<file path="config.mk">
export PLATFORM = sky130hd
export DESIGN_NAME = dwc_core
export DESIGN_NICKNAME = d
export VERILOG_FILES = /design/src/logic/dwc_pkg.sv /design/src/logic/dwc_core.sv
export VERILOG_INCLUDE_DIRS = /design/src /design/src/logic
export SDC_FILE = /design/constraint.sdc
export NUM_CORES = 1
export LEC_CHECK = 0
export ABC_AREA = 1
export BUFFER_PORTS_ARGS = -buffer_cell sky130_fd_sc_hd__buf_2
export CAP_MARGIN = 20
export CORE_ASPECT_RATIO = 0.9
export CORE_UTILIZATION = 49
export DETAILED_ROUTE_END_ITERATION = 6
export PLACE_DENSITY = 0.67
export SLEW_MARGIN = 20
export SYNTH_ARGS = -nofsm -noshare
export SYNTH_HDL_FRONTEND = slang
export SYNTH_SLANG_ARGS = --single-unit
</file>
<file path="constraint.sdc">
create_clock -name sys_clk_i -period 3.2 [get_ports sys_clk_i]
set_input_delay 0.32 -clock sys_clk_i [delete_from_list [all_inputs] [get_ports sys_clk_i]]
set_output_delay 0.32 -clock sys_clk_i [all_outputs]
set_load 0.02 [all_outputs]
</file>
<file path="src/logic/dwc_defs.svh">
// constants for the waveform core: word layout, bit positions, timing
`ifndef DWC_DEFS_SVH
`define DWC_DEFS_SVH

`define DWC_WORD_BITS     16
`define DWC_CNT_BITS      5
`define DWC_FREQ_BITS     28
`define DWC_HALF_BITS     14
`define DWC_PHASE_BITS    12
`define DWC_DAC_BITS      10

`define DWC_ADDR_HI       15
`define DWC_ADDR_LO       14
`define DWC_ADDR_CTRL     2'h0
`define DWC_ADDR_FREQ_A   2'h1
`define DWC_ADDR_FREQ_B   2'h2
`define DWC_ADDR_PHASE    2'h3

`define DWC_BIT_FULL      13
`define DWC_BIT_HALF      12
`define DWC_BIT_FSEL      11
`define DWC_BIT_PSEL      10
`define DWC_BIT_RESET     8
`define DWC_BIT_CLKSLP    7
`define DWC_BIT_DACSLP    6
`define DWC_BIT_OPBIT     5
`define DWC_BIT_SQUARE_DIVIDE_CTRL      3
`define DWC_BIT_MODE      1
`define DWC_BIT_PHSEL     13

`define DWC_ACC_TOP       27
`define DWC_ACC_CUT       16
`define DWC_START_CYCLES  4'h8
`define DWC_MIDSCALE      10'h200
`define DWC_SINE_TOP      9'h1ff
`define DWC_PH_MSB        11
`define DWC_PH_QTR        10
`define DWC_QIDX_HI       9
`define DWC_QIDX_LO       5
`define DWC_TRI_LO        1

`endif

</file>
<file path="src/logic/dwc_pkg.sv">
// types shared by the waveform core
`include "dwc_defs.svh"

package dwc_pkg;

    typedef struct packed {
        logic full_word_load;
        logic half_select;
        logic freq_word_select;
        logic phase_word_select;
        logic soft_reset;
        logic clock_sleep;
        logic converter_sleep;
        logic output_bit_enable;
        logic square_divide_ctrl;
        logic triangle_mode;
    } dwc_ctrl_t;

    typedef enum logic {
        DWC_IDLE,
        DWC_SHIFT
    } dwc_state_t;

    typedef struct packed {
        logic       sclk;
        logic       frame_sync_n;
        logic       serial_in;
    } dwc_pins_t;

endpackage

</file>
<file path="src/logic/dwc_core.sv">
// numerically controlled waveform core with serial register port
`timescale 1ns/10ps
`default_nettype none

module dwc_core
    import dwc_pkg::*;
(
    // clock, reset, enable
    input  wire logic                        sys_clk_i,
    input  wire logic                        nrst_i,
    input  wire logic                        ce_i,
    // serial write port
    input  wire logic                        sclk_i,
    input  wire logic                        frame_sync_n_i,
    input  wire logic                        serial_in_i,
    // waveform and power status
    output logic [`DWC_DAC_BITS-1:0]         wave_out_o,
    output logic                             converter_sleep_o,
    output logic                             clock_running_o
);

    // quarter-wave sine amplitude, 32 points
    function automatic logic [8:0] sine_lookup(input logic [4:0] idx);
        logic [8:0] amp;
        amp = 9'h000;
        unique case (idx)
            5'h00: amp = 9'h00d;
            5'h01: amp = 9'h026;
            5'h02: amp = 9'h03f;
            5'h03: amp = 9'h057;
            5'h04: amp = 9'h070;
            5'h05: amp = 9'h088;
            5'h06: amp = 9'h0a0;
            5'h07: amp = 9'h0b8;
            5'h08: amp = 9'h0cf;
            5'h09: amp = 9'h0e6;
            5'h0a: amp = 9'h0fc;
            5'h0b: amp = 9'h111;
            5'h0c: amp = 9'h126;
            5'h0d: amp = 9'h13a;
            5'h0e: amp = 9'h14e;
            5'h0f: amp = 9'h160;
            5'h10: amp = 9'h172;
            5'h11: amp = 9'h183;
            5'h12: amp = 9'h193;
            5'h13: amp = 9'h1a2;
            5'h14: amp = 9'h1b0;
            5'h15: amp = 9'h1bd;
            5'h16: amp = 9'h1c8;
            5'h17: amp = 9'h1d3;
            5'h18: amp = 9'h1dd;
            5'h19: amp = 9'h1e5;
            5'h1a: amp = 9'h1ed;
            5'h1b: amp = 9'h1f3;
            5'h1c: amp = 9'h1f8;
            5'h1d: amp = 9'h1fb;
            5'h1e: amp = 9'h1fe;
            5'h1f: amp = 9'h1ff;
        endcase
        return amp;
    endfunction

    // ------------------------------------------------------------------
    // pin synchronisers
    // ------------------------------------------------------------------
    dwc_pins_t pins_meta_q;
    dwc_pins_t pins_sync_q;
    logic      sclk_last_q;

    always_ff @(posedge sys_clk_i or negedge nrst_i) begin
        if (!nrst_i) begin
            pins_meta_q <= '{sclk: 1'b1, frame_sync_n: 1'b1, serial_in: 1'b0};
            pins_sync_q <= '{sclk: 1'b1, frame_sync_n: 1'b1, serial_in: 1'b0};
            sclk_last_q <= 1'b1;
        end else if (ce_i) begin
            pins_meta_q <= '{sclk: sclk_i, frame_sync_n: frame_sync_n_i,
                             serial_in: serial_in_i};
            pins_sync_q <= pins_meta_q;
            sclk_last_q <= pins_sync_q.sclk;
        end
    end

    // ------------------------------------------------------------------
    // serial shifter
    // ------------------------------------------------------------------
    dwc_state_t                    state_q;
    dwc_state_t                    state_d;
    logic [`DWC_WORD_BITS-1:0]     shift_q;
    logic [`DWC_CNT_BITS-1:0]      count_q;

    wire sclk_fall  = sclk_last_q & ~pins_sync_q.sclk;
    wire framed     = ~pins_sync_q.frame_sync_n;
    wire bit_take   = framed & sclk_fall;
    wire last_bit   = (count_q == 5'(`DWC_WORD_BITS - 1));
    wire word_done  = (state_q == DWC_SHIFT) & bit_take & last_bit;
    wire [`DWC_WORD_BITS-1:0] word_in = {shift_q[`DWC_WORD_BITS-2:0],
                                         pins_sync_q.serial_in};

    always_comb begin
        state_d = state_q;
        unique case (state_q)
            DWC_IDLE:  if (framed) state_d = DWC_SHIFT;
            DWC_SHIFT: if (!framed || word_done) state_d = DWC_IDLE;
        endcase
    end

    always_ff @(posedge sys_clk_i or negedge nrst_i) begin
        if (!nrst_i) begin
            state_q <= DWC_IDLE;
            shift_q <= 16'h0000;
            count_q <= 5'h00;
        end else if (ce_i) begin
            state_q <= state_d;
            if (!framed || word_done) begin
                count_q <= 5'h00;
            end else if (bit_take) begin
                shift_q <= word_in;
                count_q <= count_q + 5'h01;
            end
        end
    end

    // ------------------------------------------------------------------
    // word decode
    // ------------------------------------------------------------------
    wire [1:0] word_addr = word_in[`DWC_ADDR_HI:`DWC_ADDR_LO];
    wire [`DWC_HALF_BITS-1:0]  word_half  = word_in[`DWC_HALF_BITS-1:0];
    wire [`DWC_PHASE_BITS-1:0] word_phase = word_in[`DWC_PHASE_BITS-1:0];

    wire wr_ctrl  = word_done & (word_addr == `DWC_ADDR_CTRL);
    wire wr_fa    = word_done & (word_addr == `DWC_ADDR_FREQ_A);
    wire wr_fb    = word_done & (word_addr == `DWC_ADDR_FREQ_B);
    wire wr_phase = word_done & (word_addr == `DWC_ADDR_PHASE);
    wire wr_pa    = wr_phase & ~word_in[`DWC_BIT_PHSEL];
    wire wr_pb    = wr_phase &  word_in[`DWC_BIT_PHSEL];
    wire wr_freq  = wr_fa | wr_fb;

    // ------------------------------------------------------------------
    // control, frequency and phase registers
    // ------------------------------------------------------------------
    dwc_ctrl_t                   ctrl_q;
    logic [`DWC_FREQ_BITS-1:0]   frequency_word_a_q;
    logic [`DWC_FREQ_BITS-1:0]   frequency_word_b_q;
    logic [`DWC_PHASE_BITS-1:0]  phase_offset_a_q;
    logic [`DWC_PHASE_BITS-1:0]  phase_offset_b_q;
    logic [`DWC_HALF_BITS-1:0]   low_hold_q;
    logic                        low_pending_q;
    logic                        pending_b_q;

    wire dwc_ctrl_t ctrl_d = '{
        full_word_load:     word_in[`DWC_BIT_FULL],
        half_select:        word_in[`DWC_BIT_HALF],
        freq_word_select:   word_in[`DWC_BIT_FSEL],
        phase_word_select:  word_in[`DWC_BIT_PSEL],
        soft_reset:         word_in[`DWC_BIT_RESET],
        clock_sleep:        word_in[`DWC_BIT_CLKSLP],
        converter_sleep:    word_in[`DWC_BIT_DACSLP],
        output_bit_enable:  word_in[`DWC_BIT_OPBIT],
        square_divide_ctrl: word_in[`DWC_BIT_SQUARE_DIVIDE_CTRL],
        triangle_mode:      word_in[`DWC_BIT_MODE]
    };

    // second write of a full-word pair: same address as the held first half
    wire pair_hit   = low_pending_q & (pending_b_q == wr_fb);
    wire full_low   = wr_freq & ctrl_q.full_word_load & ~pair_hit;
    wire full_high  = wr_freq & ctrl_q.full_word_load &  pair_hit;
    wire half_write = wr_freq & ~ctrl_q.full_word_load;

    // new value for whichever frequency word is addressed
    wire [`DWC_FREQ_BITS-1:0] freq_cur = wr_fb ? frequency_word_b_q
                                               : frequency_word_a_q;
    wire [`DWC_FREQ_BITS-1:0] freq_half_d = ctrl_q.half_select
        ? {word_half, freq_cur[`DWC_HALF_BITS-1:0]}
        : {freq_cur[`DWC_FREQ_BITS-1:`DWC_HALF_BITS], word_half};
    wire [`DWC_FREQ_BITS-1:0] freq_d = full_high ? {word_half, low_hold_q}
                                                 : freq_half_d;
    wire freq_load = full_high | half_write;

    // writes are taken regardless of clock sleep
    always_ff @(posedge sys_clk_i or negedge nrst_i) begin
        if (!nrst_i) begin
            ctrl_q <= '0;
        end else if (ce_i && wr_ctrl) begin
            ctrl_q <= ctrl_d;
        end
    end

    always_ff @(posedge sys_clk_i or negedge nrst_i) begin
        if (!nrst_i) begin
            frequency_word_a_q <= 28'h000_0000;
            frequency_word_b_q <= 28'h000_0000;
        end else if (ce_i && freq_load) begin
            if (wr_fb) frequency_word_b_q <= freq_d;
            else       frequency_word_a_q <= freq_d;
        end
    end

    always_ff @(posedge sys_clk_i or negedge nrst_i) begin
        if (!nrst_i) begin
            low_hold_q    <= 14'h0000;
            low_pending_q <= 1'b0;
            pending_b_q   <= 1'b0;
        end else if (ce_i) begin
            if (full_low) begin
                low_hold_q    <= word_half;
                low_pending_q <= 1'b1;
                pending_b_q   <= wr_fb;
            end else if (full_high || half_write || wr_ctrl) begin
                low_pending_q <= 1'b0;
            end
        end
    end

    always_ff @(posedge sys_clk_i or negedge nrst_i) begin
        if (!nrst_i) begin
            phase_offset_a_q <= 12'h000;
            phase_offset_b_q <= 12'h000;
        end else if (ce_i) begin
            if (wr_pa) phase_offset_a_q <= word_phase;
            if (wr_pb) phase_offset_b_q <= word_phase;
        end
    end

    // ------------------------------------------------------------------
    // accumulator and phase path
    // ------------------------------------------------------------------
    logic [`DWC_FREQ_BITS-1:0] acc_q;
    logic [3:0]                start_q;
    logic                      msb_last_q;
    logic                      half_sq_q;

    wire run     = ~ctrl_q.clock_sleep;
    wire advance = run & ~ctrl_q.soft_reset;
    wire [`DWC_FREQ_BITS-1:0] freq_sel = ctrl_q.freq_word_select
                                       ? frequency_word_b_q
                                       : frequency_word_a_q;
    wire [`DWC_PHASE_BITS-1:0] phase_sel = ctrl_q.phase_word_select
                                         ? phase_offset_b_q
                                         : phase_offset_a_q;
    wire [`DWC_PHASE_BITS-1:0] phase_pt =
        acc_q[`DWC_ACC_TOP:`DWC_ACC_CUT] + phase_sel;

    always_ff @(posedge sys_clk_i or negedge nrst_i) begin
        if (!nrst_i) begin
            acc_q <= 28'h000_0000;
        end else if (ce_i && run) begin
            if (ctrl_q.soft_reset) acc_q <= 28'h000_0000;
            else                   acc_q <= acc_q + freq_sel;
        end
    end

    // restart delay after the reset bit clears
    wire started = (start_q == `DWC_START_CYCLES);

    always_ff @(posedge sys_clk_i or negedge nrst_i) begin
        if (!nrst_i) begin
            start_q <= 4'h0;
        end else if (ce_i && run) begin
            if (ctrl_q.soft_reset) start_q <= 4'h0;
            else if (!started)     start_q <= start_q + 4'h1;
        end
    end

    // ------------------------------------------------------------------
    // waveform shaping
    // ------------------------------------------------------------------
    wire [4:0] quarter_idx = phase_pt[`DWC_PH_QTR] ? ~phase_pt[`DWC_QIDX_HI:`DWC_QIDX_LO]
                                                   : phase_pt[`DWC_QIDX_HI:`DWC_QIDX_LO];
    wire [8:0] sine_amp    = sine_lookup(quarter_idx);
    wire [`DWC_DAC_BITS-1:0] sine_code = phase_pt[`DWC_PH_MSB]
        ? {1'b0, `DWC_SINE_TOP - sine_amp}
        : {1'b1, sine_amp};
    wire [`DWC_DAC_BITS-1:0] tri_code  = phase_pt[`DWC_PH_MSB]
        ? ~phase_pt[`DWC_PH_QTR:`DWC_TRI_LO]
        : phase_pt[`DWC_PH_QTR:`DWC_TRI_LO];
    wire data_msb  = phase_pt[`DWC_PH_MSB];
    wire msb_rise  = data_msb & ~msb_last_q;
    wire sq_bit    = ctrl_q.square_divide_ctrl ? data_msb : half_sq_q;
    wire [`DWC_DAC_BITS-1:0] sq_code = {`DWC_DAC_BITS{sq_bit}};
    wire [`DWC_DAC_BITS-1:0] shaped = ctrl_q.output_bit_enable ? sq_code
                                    : ctrl_q.triangle_mode ? tri_code
                                    : sine_code;
    wire [`DWC_DAC_BITS-1:0] wave_d = started ? shaped : `DWC_MIDSCALE;

    always_ff @(posedge sys_clk_i or negedge nrst_i) begin
        if (!nrst_i) begin
            msb_last_q <= 1'b0;
            half_sq_q  <= 1'b0;
        end else if (ce_i && run) begin
            if (!advance || !started) begin
                msb_last_q <= 1'b0;
                half_sq_q  <= 1'b0;
            end else begin
                msb_last_q <= data_msb;
                if (msb_rise) half_sq_q <= ~half_sq_q;
            end
        end
    end

    // output freezes during clock sleep; register changes then show later
    always_ff @(posedge sys_clk_i or negedge nrst_i) begin
        if (!nrst_i) begin
            wave_out_o <= `DWC_MIDSCALE;
        end else if (ce_i && run) begin
            wave_out_o <= wave_d;
        end
    end

    always_ff @(posedge sys_clk_i or negedge nrst_i) begin
        if (!nrst_i) begin
            converter_sleep_o <= 1'b0;
            clock_running_o   <= 1'b1;
        end else if (ce_i) begin
            converter_sleep_o <= ctrl_q.converter_sleep;
            clock_running_o   <= run;
        end
    end

endmodule

`default_nettype wire

</file>
# After elaboration in Yosys (flattened, before gate mapping)
# Memories as Yosys holds them, arrays and structs flattened.
# Index checks and enable logic that the tools add are counted.
# W data, S select, Z words.
[totals] regBits=180 latch_bits=0 ram_bits=0 mem_bits_ro=288 input_bits=6 out_inout_bits=12 memories=1
[classes] n_addsub=5 n_mul=0 div_mod_pow=0 order_cmp=0 eq_ne=7 shifts=0 muxes=25 n_bitwise=33 reduce_logical=23
[memory_table] memory="(name not given)" words=32 width=9 rd=1 rd_ports_with_merged_regs=0 write_ports=0 line="dwc_core.sv:26" rtl="unique case (idx)"
[op_table] op="$mux W28" count=5
[op_table] op="$mux W10" count=5
[op_table] op="$add A28 B28 Y28" count=1
[op_table] op="$reduce_and A2 Y1" count=9
[op_table] op="$and A1 B1 Y1" count=17
[op_table] op="$mux W5" count=3
[op_table] op="$add A12 B12 Y12" count=1
[op_table] op="$mux W12" count=1
[op_table] op="$not A1 Y1" count=12
[op_table] op="$not A10 Y10" count=1
[op_table] op="$sub A9 B9 Y9 const A" count=1
[op_table] op="$mux W1" count=8
[op_table] op="$mux W4" count=2
[op_table] op="$reduce_bool A2 Y1" count=3
[op_table] op="$add A5 B1 Y5 const B" count=1
[op_table] op="$eq A5 B4 Y1 const B" count=1
[op_table] op="$not A5 Y5" count=1
[op_table] op="$add A4 B1 Y4 const B" count=1
[op_table] op="$eq A2 B2 Y1 const B" count=2
[op_table] op="$eq A4 B4 Y1 const B" count=1
[op_table] op="$logic_or A1 B1 Y1" count=4
[op_table] op="$logic_and A1 B1 Y1" count=3
[op_table] op="$reduce_and A3 Y1" count=1
[op_table] op="$eq A2 B1 Y1 const B" count=1
[op_table] op="other kinds (6)" count=8

# Logic depth before layout (Yosys ltp)
# Gate-level depths: netlist of run 1.
[depth] depth_word=13 depth_mapped=29 ltp_nobuf=28

# Least setup slack after synthesis of run 1
# No wires, ideal clock.
[synth_timing] kind="register to register" start="register ctrl_q[6] (netlist name)" end="register wave_out_o[3]" setup_time_ns=0.117 arrival_time_ns=3.001 path_slack_ns=0.082 stages_incl_launch_ff=25 path_buffers=1 cell_sequence="dfrtp_1 inv_2 clkbuf_1 or2_2 o21ai_0 fa_1 inv_1 nand3_2 nand3_2 nand2_2 nand2_4 nand2_1 nand2_1 inv_1 ha_1 inv_1 nand2_1 nand3_1 nand3_1 nand3_1 nand2_1 nand2_1 nand3_1 nand2_1 nand2_1"
[synth_between] elab_chain_cells=10 elab_cells_between_ends=13 cone_classes="add/sub: 2; mux: 8; bitwise: 2; memory: 1"
[synth_lines] element="start, declared" line="dwc_core.sv:141" rtl="dwc_ctrl_t ctrl_q;"
[synth_lines] element="start signal, assigned" line="dwc_core.sv:184" rtl="ctrl_q <= ctrl_d;"
[synth_lines] element="$mux W12 *" line="dwc_core.sv:238" rtl="? phase_offset_b_q"
[synth_lines] element="$add A12 B12 Y12 *" line="dwc_core.sv:241" rtl="acc_q[`DWC_ACC_TOP:`DWC_ACC_CUT] + phase_sel;"
[synth_lines] element="$not A5 Y5" line="dwc_core.sv:267" rtl="wire [4:0] quarter_idx = phase_pt[`DWC_PH_QTR] ? ~phase_pt[`DWC_QIDX_HI:`DWC_QIDX_LO]"
[synth_lines] element="$mux W5" line="dwc_core.sv:267"
[synth_lines] element="$mem_v2 Z32 W9"
[synth_lines] element="$sub A9 B9 Y9 (no line)"
[synth_lines] element="$mux W10" line="dwc_core.sv:270" rtl="wire [`DWC_DAC_BITS-1:0] sine_code = phase_pt[`DWC_PH_MSB]"
[synth_lines] element="$mux W10" line="dwc_core.sv:281" rtl=": ctrl_q.triangle_mode ? tri_code"
[synth_lines] element="$mux W10 *" line="dwc_core.sv:280" rtl="wire [`DWC_DAC_BITS-1:0] shaped = ctrl_q.output_bit_enable ? sq_code"
[synth_lines] element="$mux W10 (no line) *"
[synth_lines] element="end signal, assigned" line="dwc_core.sv:303" rtl="wave_out_o <= `DWC_MIDSCALE;"
[synth_lines] element="end signal, assigned" line="dwc_core.sv:305" rtl="wave_out_o <= wave_d;"
[synth_lines] element="end, declared" line="dwc_core.sv:17" rtl="output logic [`DWC_DAC_BITS-1:0] wave_out_o,"
# Mark *: on every way between the ends. The rest lies on a longest branch, timed or not.
# A chain may end at the register's enable or synchronous reset.

# Final worst setup path of run 1
# Ends and elaborated chain as after synthesis.

==> impl_metrics.csv, run 1 <==
group,metric,value,unit
outcome,status,"finished clean",
global_route,grt_antenna_before_repair,0,
layout,n_antenna_cell,0,
critical_path,slowest_stage,"dfrtp_1",
clock_tree,cts-buffers-inserted,17,
layout,final_common_cell,"nand2_1",
critical_path,cp_common_cell,"nand2_1",
routing,ant_nets,0,
timing,setup_slack,0.120,ns
critical_path,crit_fanout,6,
yosys,synth_cell_types,48,
critical_path,cp-start-kind,"register",
layout,final_core_utilization,58.2,%
die,start_util,50.1,%
clock_tree,clk_pin_slew,0.08,ns
yosys,syn-num-nets,1534,
clock_tree,clock_sinks,180,
clock_tree,cts-root-buf,"clkbuf_16",
timing,finalSetupViolations,0,
routing,vias_per_cell,5.33,
clock_tree,tritoncts,"done",
global_route,grt_max_degree,90,
power,ir_worst_vdd,0.372,mV
layout,nNetsFinal,1577,
yosys,synth_largest_area_cell,"dfrtp_1",
power,leakage,0.00594,uW
timing,min_period,3.08,ns
die,die_area,22900,um2
place,detailedPlace.worstSlack,-0.0556,ns
yosys,synth_seq_area_share,41.4,%
min_path,hold_path.class,"in -> reg",
critical_path,required,3.54,ns
critical_path,critPathKind,"reg -> reg",
power,power,9820,uW
flow_run,drv_cap,0,
timing,tightest_slew,0.760,ns
routing,drc_errors,0,
critical_path,critical_path_arrival,3.42,ns
yosys,ys_top_cells_by_area,"dfrtp_1 40%, nand2_1 17%, o21ai_0 7.3%",
place,portBuffers,17,
layout,final_cell_mix,"456 x nand2_1, 172 x dfrtp_1, 154 x o21ai_0",
critical_path,end_kind,"register",
clock_tree,worstSkewPairLatency,0.44,ns
timing,rsz0062_at_grt,"true",
yosys,synthFlopType,"dfrtp_1",
min_path,hold_depth,3,
routing,drt_iter0_drc,685,
yosys,synth_seq_cells,180,
die,core_area,21800,um2
die,fp.dieH,144,um
timing,fin_skew,0.0184,ns
timing,max_freq,325,MHz
die,boundaryPins,18,
yosys,ys.warnings.count,0,
power,power_density,775,nW/um2
yosys,synth_top_area_share,39.7,%
global_route,grt_pass1_wl,46600,um
yosys,synth.avg_cell_area,7.39,um2
timing,finalMaxSlewViolations,0,
timing,fin_crit_sh,96.3,%
place,hpwlAfterDp,20300,um
global_route,grtUsageTotal,25.8,%
layout,drive_above_1_share,16.8,%
global_route,grt_overflow_total,0,
global_route,grt_pass1_vias,9031,
yosys,synth_cells,1476,
clock_tree,cts.path.max_buffers,2,
layout,syn_to_final_growth,16.1,%
yosys,synth-async-reset-ratio,100,%
routing,wire_per_inst,15.8,um
timing,hold_viol_final,0,
place,gp_congestion,0.896,
critical_path,cpPeakStageDelay,0.41,ns
yosys,synth_area,10900,um2
die,chipWidth,159,um
routing,vias,9710,
die,rows,51,
critical_path,r2r_cells,25,
yosys,synth_edf_count,0,
routing,drt_first_pass_iters,5,
clock_tree,h-tree-depth,4,
timing,tns,0,ns
routing,drt-total-wl,28800,um
timing,slew_headroom,49.2,%
-- synth_stat cells, types with 3 or more instances --
| cell type | n |
|---|---|
| a21oi_1 | 51 |
| a21oi_2 | 4 |
| buf_1 | 3 |
| buf_2 | 14 |
| buf_4 | 8 |
| buf_6 | 5 |
| clkbuf_1 | 34 |
| clkinv_1 | 3 |
| dfrtp_1 | 173 |
| dfstp_2 | 7 |
| ha_1 | 50 |
| inv_1 | 147 |
| inv_2 | 8 |
| nand2_1 | 485 |
| nand2_2 | 14 |
| nand2_4 | 4 |
| nand3_1 | 81 |
| nand3_2 | 3 |
| nand4_1 | 9 |
| nor2_1 | 44 |
| nor2_2 | 7 |
| nor3_1 | 4 |
| o211ai_1 | 15 |
| o21ai_0 | 159 |
| o21ai_1 | 78 |
| o21bai_1 | 4 |
| o221ai_1 | 15 |
| o22ai_1 | 3 |
| o31ai_1 | 6 |
| or2_2 | 4 |
| xor2_1 | 9 |
-- registers in the layout (all words and copies together), names as in the netlist --
name and flops:
ctrl_q 10, state_q 1, low_pending_q 1, clock_running_o 1, count_q 5, phase_offset_a_q 12
pins_meta_q 3, acc_q 28, frequency_word_a_q 28, sclk_last_q 1, converter_sleep_o 1, frequency_word_b_q 28
msb_last_q 1, wave_out_o 10, pending_b_q 1, shift_q 15, start_q 4, phase_offset_b_q 12
half_sq_q 1, low_hold_q 14, pins_sync_q 3
-- per-layer routing --
layer  share of wire (%)  vias up  routed length [um]  global-route usage [%]
met5                   0        -                   0                       0
met4                 1.1        0                 321                    5.41
met3                 3.9       27                1110                    3.41
met2                  46      194               13200                    41.6
met1                  49     4559               14200                    37.1
li1                    -     4930                   -                       -
-- cell type report --
cell class	count	area, um2
fill	2005	9090
multi-input combinational	1073	5920
sequential	180	4510
timing repair buffer	88	694
inverter	159	607
clock buffer	19	443
tap	291	364
clock inverter	13	133
-- repair_timing --
item	4_1_cts	5_1_grt
buffers inserted	0	10
endpoints found under the hold margin	85	0
pin swaps	0	29
hold buffers	1	0
gates resized for setup	6	103
setup endpoints to repair	7	14
-- worst paths after layout --
check	endpoint	from	slack, ns
setup / recovery	wave_out_o[3]	ctrl_q[6]	0.12
hold / removal	pins_meta_q[1]	frame_sync_n_i	0.07
setup reg to reg	wave_out_o[3]	ctrl_q[6]	0.12
hold reg to reg	clock_running_o	clock_running_o	0.47
max in group asynchronous	clock_running_o	nrst_i	1.81
min in group asynchronous	frequency_word_b_q[12]	nrst_i	0.49
-- stage by stage --
stage	std cells	hold WS (ns)	area, um2
finish	1823	0.0750	12700
floorplan	1476	0.0244	10900
global route	1823	0.0843	12700
CTS	1813	0.0632	12200
global placement	1780	0.446	11600
detailed placement	1780	0.441	11600
-- worst max-delay path, delay by kind of cell (launching register included) --
kind	cells	cell delay [ns]
and+or+nand+nor	19	1.67
adders and majority gates	2	0.54
DFF	1	0.41
buffers and inverters	4	0.36
-- report_power, final --
group          switching (uW)  internal [uW]
clock                    1030           1060
combinational            3000           1930
sequential                257           2560
total                    4280           5540
-- logic make-up (layout without fill, tap and decap cells) --
kind of cell	after synthesis	count (layout)	share of synthesized area (%)
simple gates	662	662	25.5
xor+xnor	11	11	0.883
compound gates	348	348	17.7
flops	180	180	41.4
buf+inv	223	279	8.47
fa+ha+maj	52	52	6.10
No activity file was read; power rests on OpenSTA's default activity.
==> run 2, diff against run 1 <==
CORE_ASPECT_RATIO = unset   (was 0.9)
==> run 2 against run 1 <==
  * Global-route usage rose by 0.25 points
  * Die area about the same
  * Register-to-register slack about the same
  * Wire length shrank 1.0%
  * Non-clock buffer count fell by 18
  * Clock skew decreased by 0.0087 ns
  * Critical path type unchanged
  * Highest routed layer unchanged
==> impl_metrics.csv, run 2 (same netlist as run 1, synthesis figures left out) <==
group,metric,value,unit
outcome,status,"finished clean",
routing,vias_per_cell,5.42,
layout,nFillCells,2018,
place,placed_area,11400,um2
clock_tree,h-tree-depth,4,
clock_tree,cts-buffers-inserted,17,
clock_tree,cts-root-buf,"clkbuf_16",
critical_path,required,3.53,ns
place,gp_congestion,0.910,
routing,drc_errors,0,
routing,ant_nets,0,
clock_tree,cts.path.max_buffers,2,
timing,min_period,3.07,ns
layout,n_antenna_cell,0,
place,detailedPlace.worstSlack,-0.00283,ns
critical_path,cp-start-kind,"register",
layout,largestRegisters,"acc_q: 28 flops, frequency_word_a_q: 28 flops, frequency_word_b_q: 28 flops",
routing,wire_per_inst,15.9,um
die,die_area,22900,um2
layout,syn_to_final_growth,13.8,%
clock_tree,clk_pin_slew,0.07,ns
power,ir_worst_vdd,0.398,mV
global_route,grtUsageTotal,26.0,%
critical_path,critPathKind,"reg -> reg",
timing,slew_headroom,46.6,%
routing,drt_first_pass_iters,5,
timing,setup_slack,0.134,ns
die,chipWidth,151,um
timing,tns,0,ns
timing,whs,0.0788,ns
layout,final_area,12400,um2
die,start_util,50.0,%
global_route,grt_pass1_vias,8893,
timing,tightest_slew,0.799,ns
timing,max_freq,326,MHz
place,portBuffers,17,
layout,final_cell_mix,"461 x nand2_1, 172 x dfrtp_1, 156 x o21ai_0",
min_path,hold_path.class,"in -> reg",
timing,hold_viol_final,0,
die,fp.dieH,151,um
clock_tree,worstSkewPairLatency,0.44,ns
critical_path,end_kind,"register",
place,hpwlAfterDp,20400,um
timing,fin_crit_sh,95.8,%
timing,rsz0062_at_grt,"true",
global_route,grt_max_degree,62,
layout,final_core_utilization,56.9,%
power,power_density,769,nW/um2
routing,drt-total-wl,28500,um
die,rows,54,
power,leakage,0.00583,uW
layout,final_common_cell,"nand2_1",
clock_tree,tritoncts,"done",
timing,finalSetupViolations,0,
global_route,grt_pass1_wl,46000,um
layout,drive_above_1_share,14.5,%
die,core_area,21800,um2
clock_tree,clock_sinks,180,
global_route,grt_overflow_total,0,
routing,drt_iter0_drc,576,
timing,fin_skew,0.00972,ns
layout,nNetsFinal,1559,
critical_path,critical_path_arrival,3.40,ns
die,boundaryPins,18,
routing,vias,9731,
flow_run,drv_cap,0,
global_route,grt_antenna_before_repair,0,
timing,finalMaxSlewViolations,0,
critical_path,crit_fanout,9,
[run 2: cell types whose count changed in the layout (fill, tap and decap cells not counted), sizes merged]
cell and change:
inv -4, bufinv +1, clkbuf +4, buf -18, clkinv -2, clkinvlp +1
[run 2: layout make-up]
type / count / area, um2 / area share [%]
Multi-Input combinational cell: 1073 / 5810 / 46.8
Sequential cell: 180 / 4510 / 36.4
Inverter: 159 / 607 / 4.89
Timing Repair Buffer: 70 / 556 / 4.48
Clock buffer: 23 / 478 / 3.85
Tap cell: 280 / 350 / 2.82
Clock inverter: 9 / 97.6 / 0.786
[run 2: critical path, cell delays in order, from the launching register on]
cell,delay (ns)
dfrtp_1,0.43
buf_4,0.18
nand2_1,0.06
nand2_1,0.11
ha_1,0.34
nand2_1,0.09
nand2_1,0.09
a21oi_2,0.18
nand3_2,0.12
nand2_2,0.09
nand2_4,0.08
buf_4,0.14
nand2_2,0.09
nand2_2,0.13
buf_6,0.17
nand2_1,0.10
nand3_2,0.07
nand2_1,0.06
nand2_1,0.06
nand3_2,0.08
nand2_1,0.06
nand2_1,0.06
nand3_1,0.06
nand2_1,0.07
nand2_1,0.04
[run 2: routing by layer]
metal / share of wire [%] / vias to the layer above / track usage [%]
met2: 47 / 191 / 41.7
li1: - / 4901 / -
met3: 4.2 / 30 / 4.10
met5: 0 / - / 0
met1: 47 / 4609 / 36.1
met4: 1.7 / 0 / 7.60
[run 2: through the flow]
| stage | power [uW] | std cells |
|---|---|---|
| 6_report | 9540 | 1794 |
| 5_1_grt | 10300 | 1794 |
| 3_5_place_dp | 6940 | 1754 |
| 4_1_cts | 9030 | 1787 |
| 2_1_floorplan | 5870 | 1476 |
| 3_3_place_gp | 6910 | 1754 |
[run 2: where the power goes]
group / total [uW] / switching, uW / internal (uW)
clock network: 2080 / 937 / 1150
registers: 2830 / 273 / 2560
logic: 4630 / 2840 / 1790
[run 2: path summary, 6_finish.rpt]
path                            cells after the start      startpoint              to  slack, ns
max in group asynchronous                           3          nrst_i       ctrl_q[7]       2.00
worst min register to register                      2  pins_meta_q[2]  pins_sync_q[2]       0.46
worst min-delay path                                3  frame_sync_n_i  pins_meta_q[1]       0.08
worst max register to register                     24       ctrl_q[6]   wave_out_o[2]       0.13
worst max-delay path                               24       ctrl_q[6]   wave_out_o[2]       0.13
min in group asynchronous                           2          nrst_i       acc_q[23]       0.45
[run 2: timing repair]
| item | in CTS | in global routing |
|---|---|---|
| endpoints found under the hold margin | 57 | 0 |
| pin swaps | 0 | 23 |
| buffers inserted | 0 | 7 |
| gates resized for setup | 1 | 81 |
| endpoints found under the setup margin | 3 | 19 |
| hold buffers | 1 | 0 |
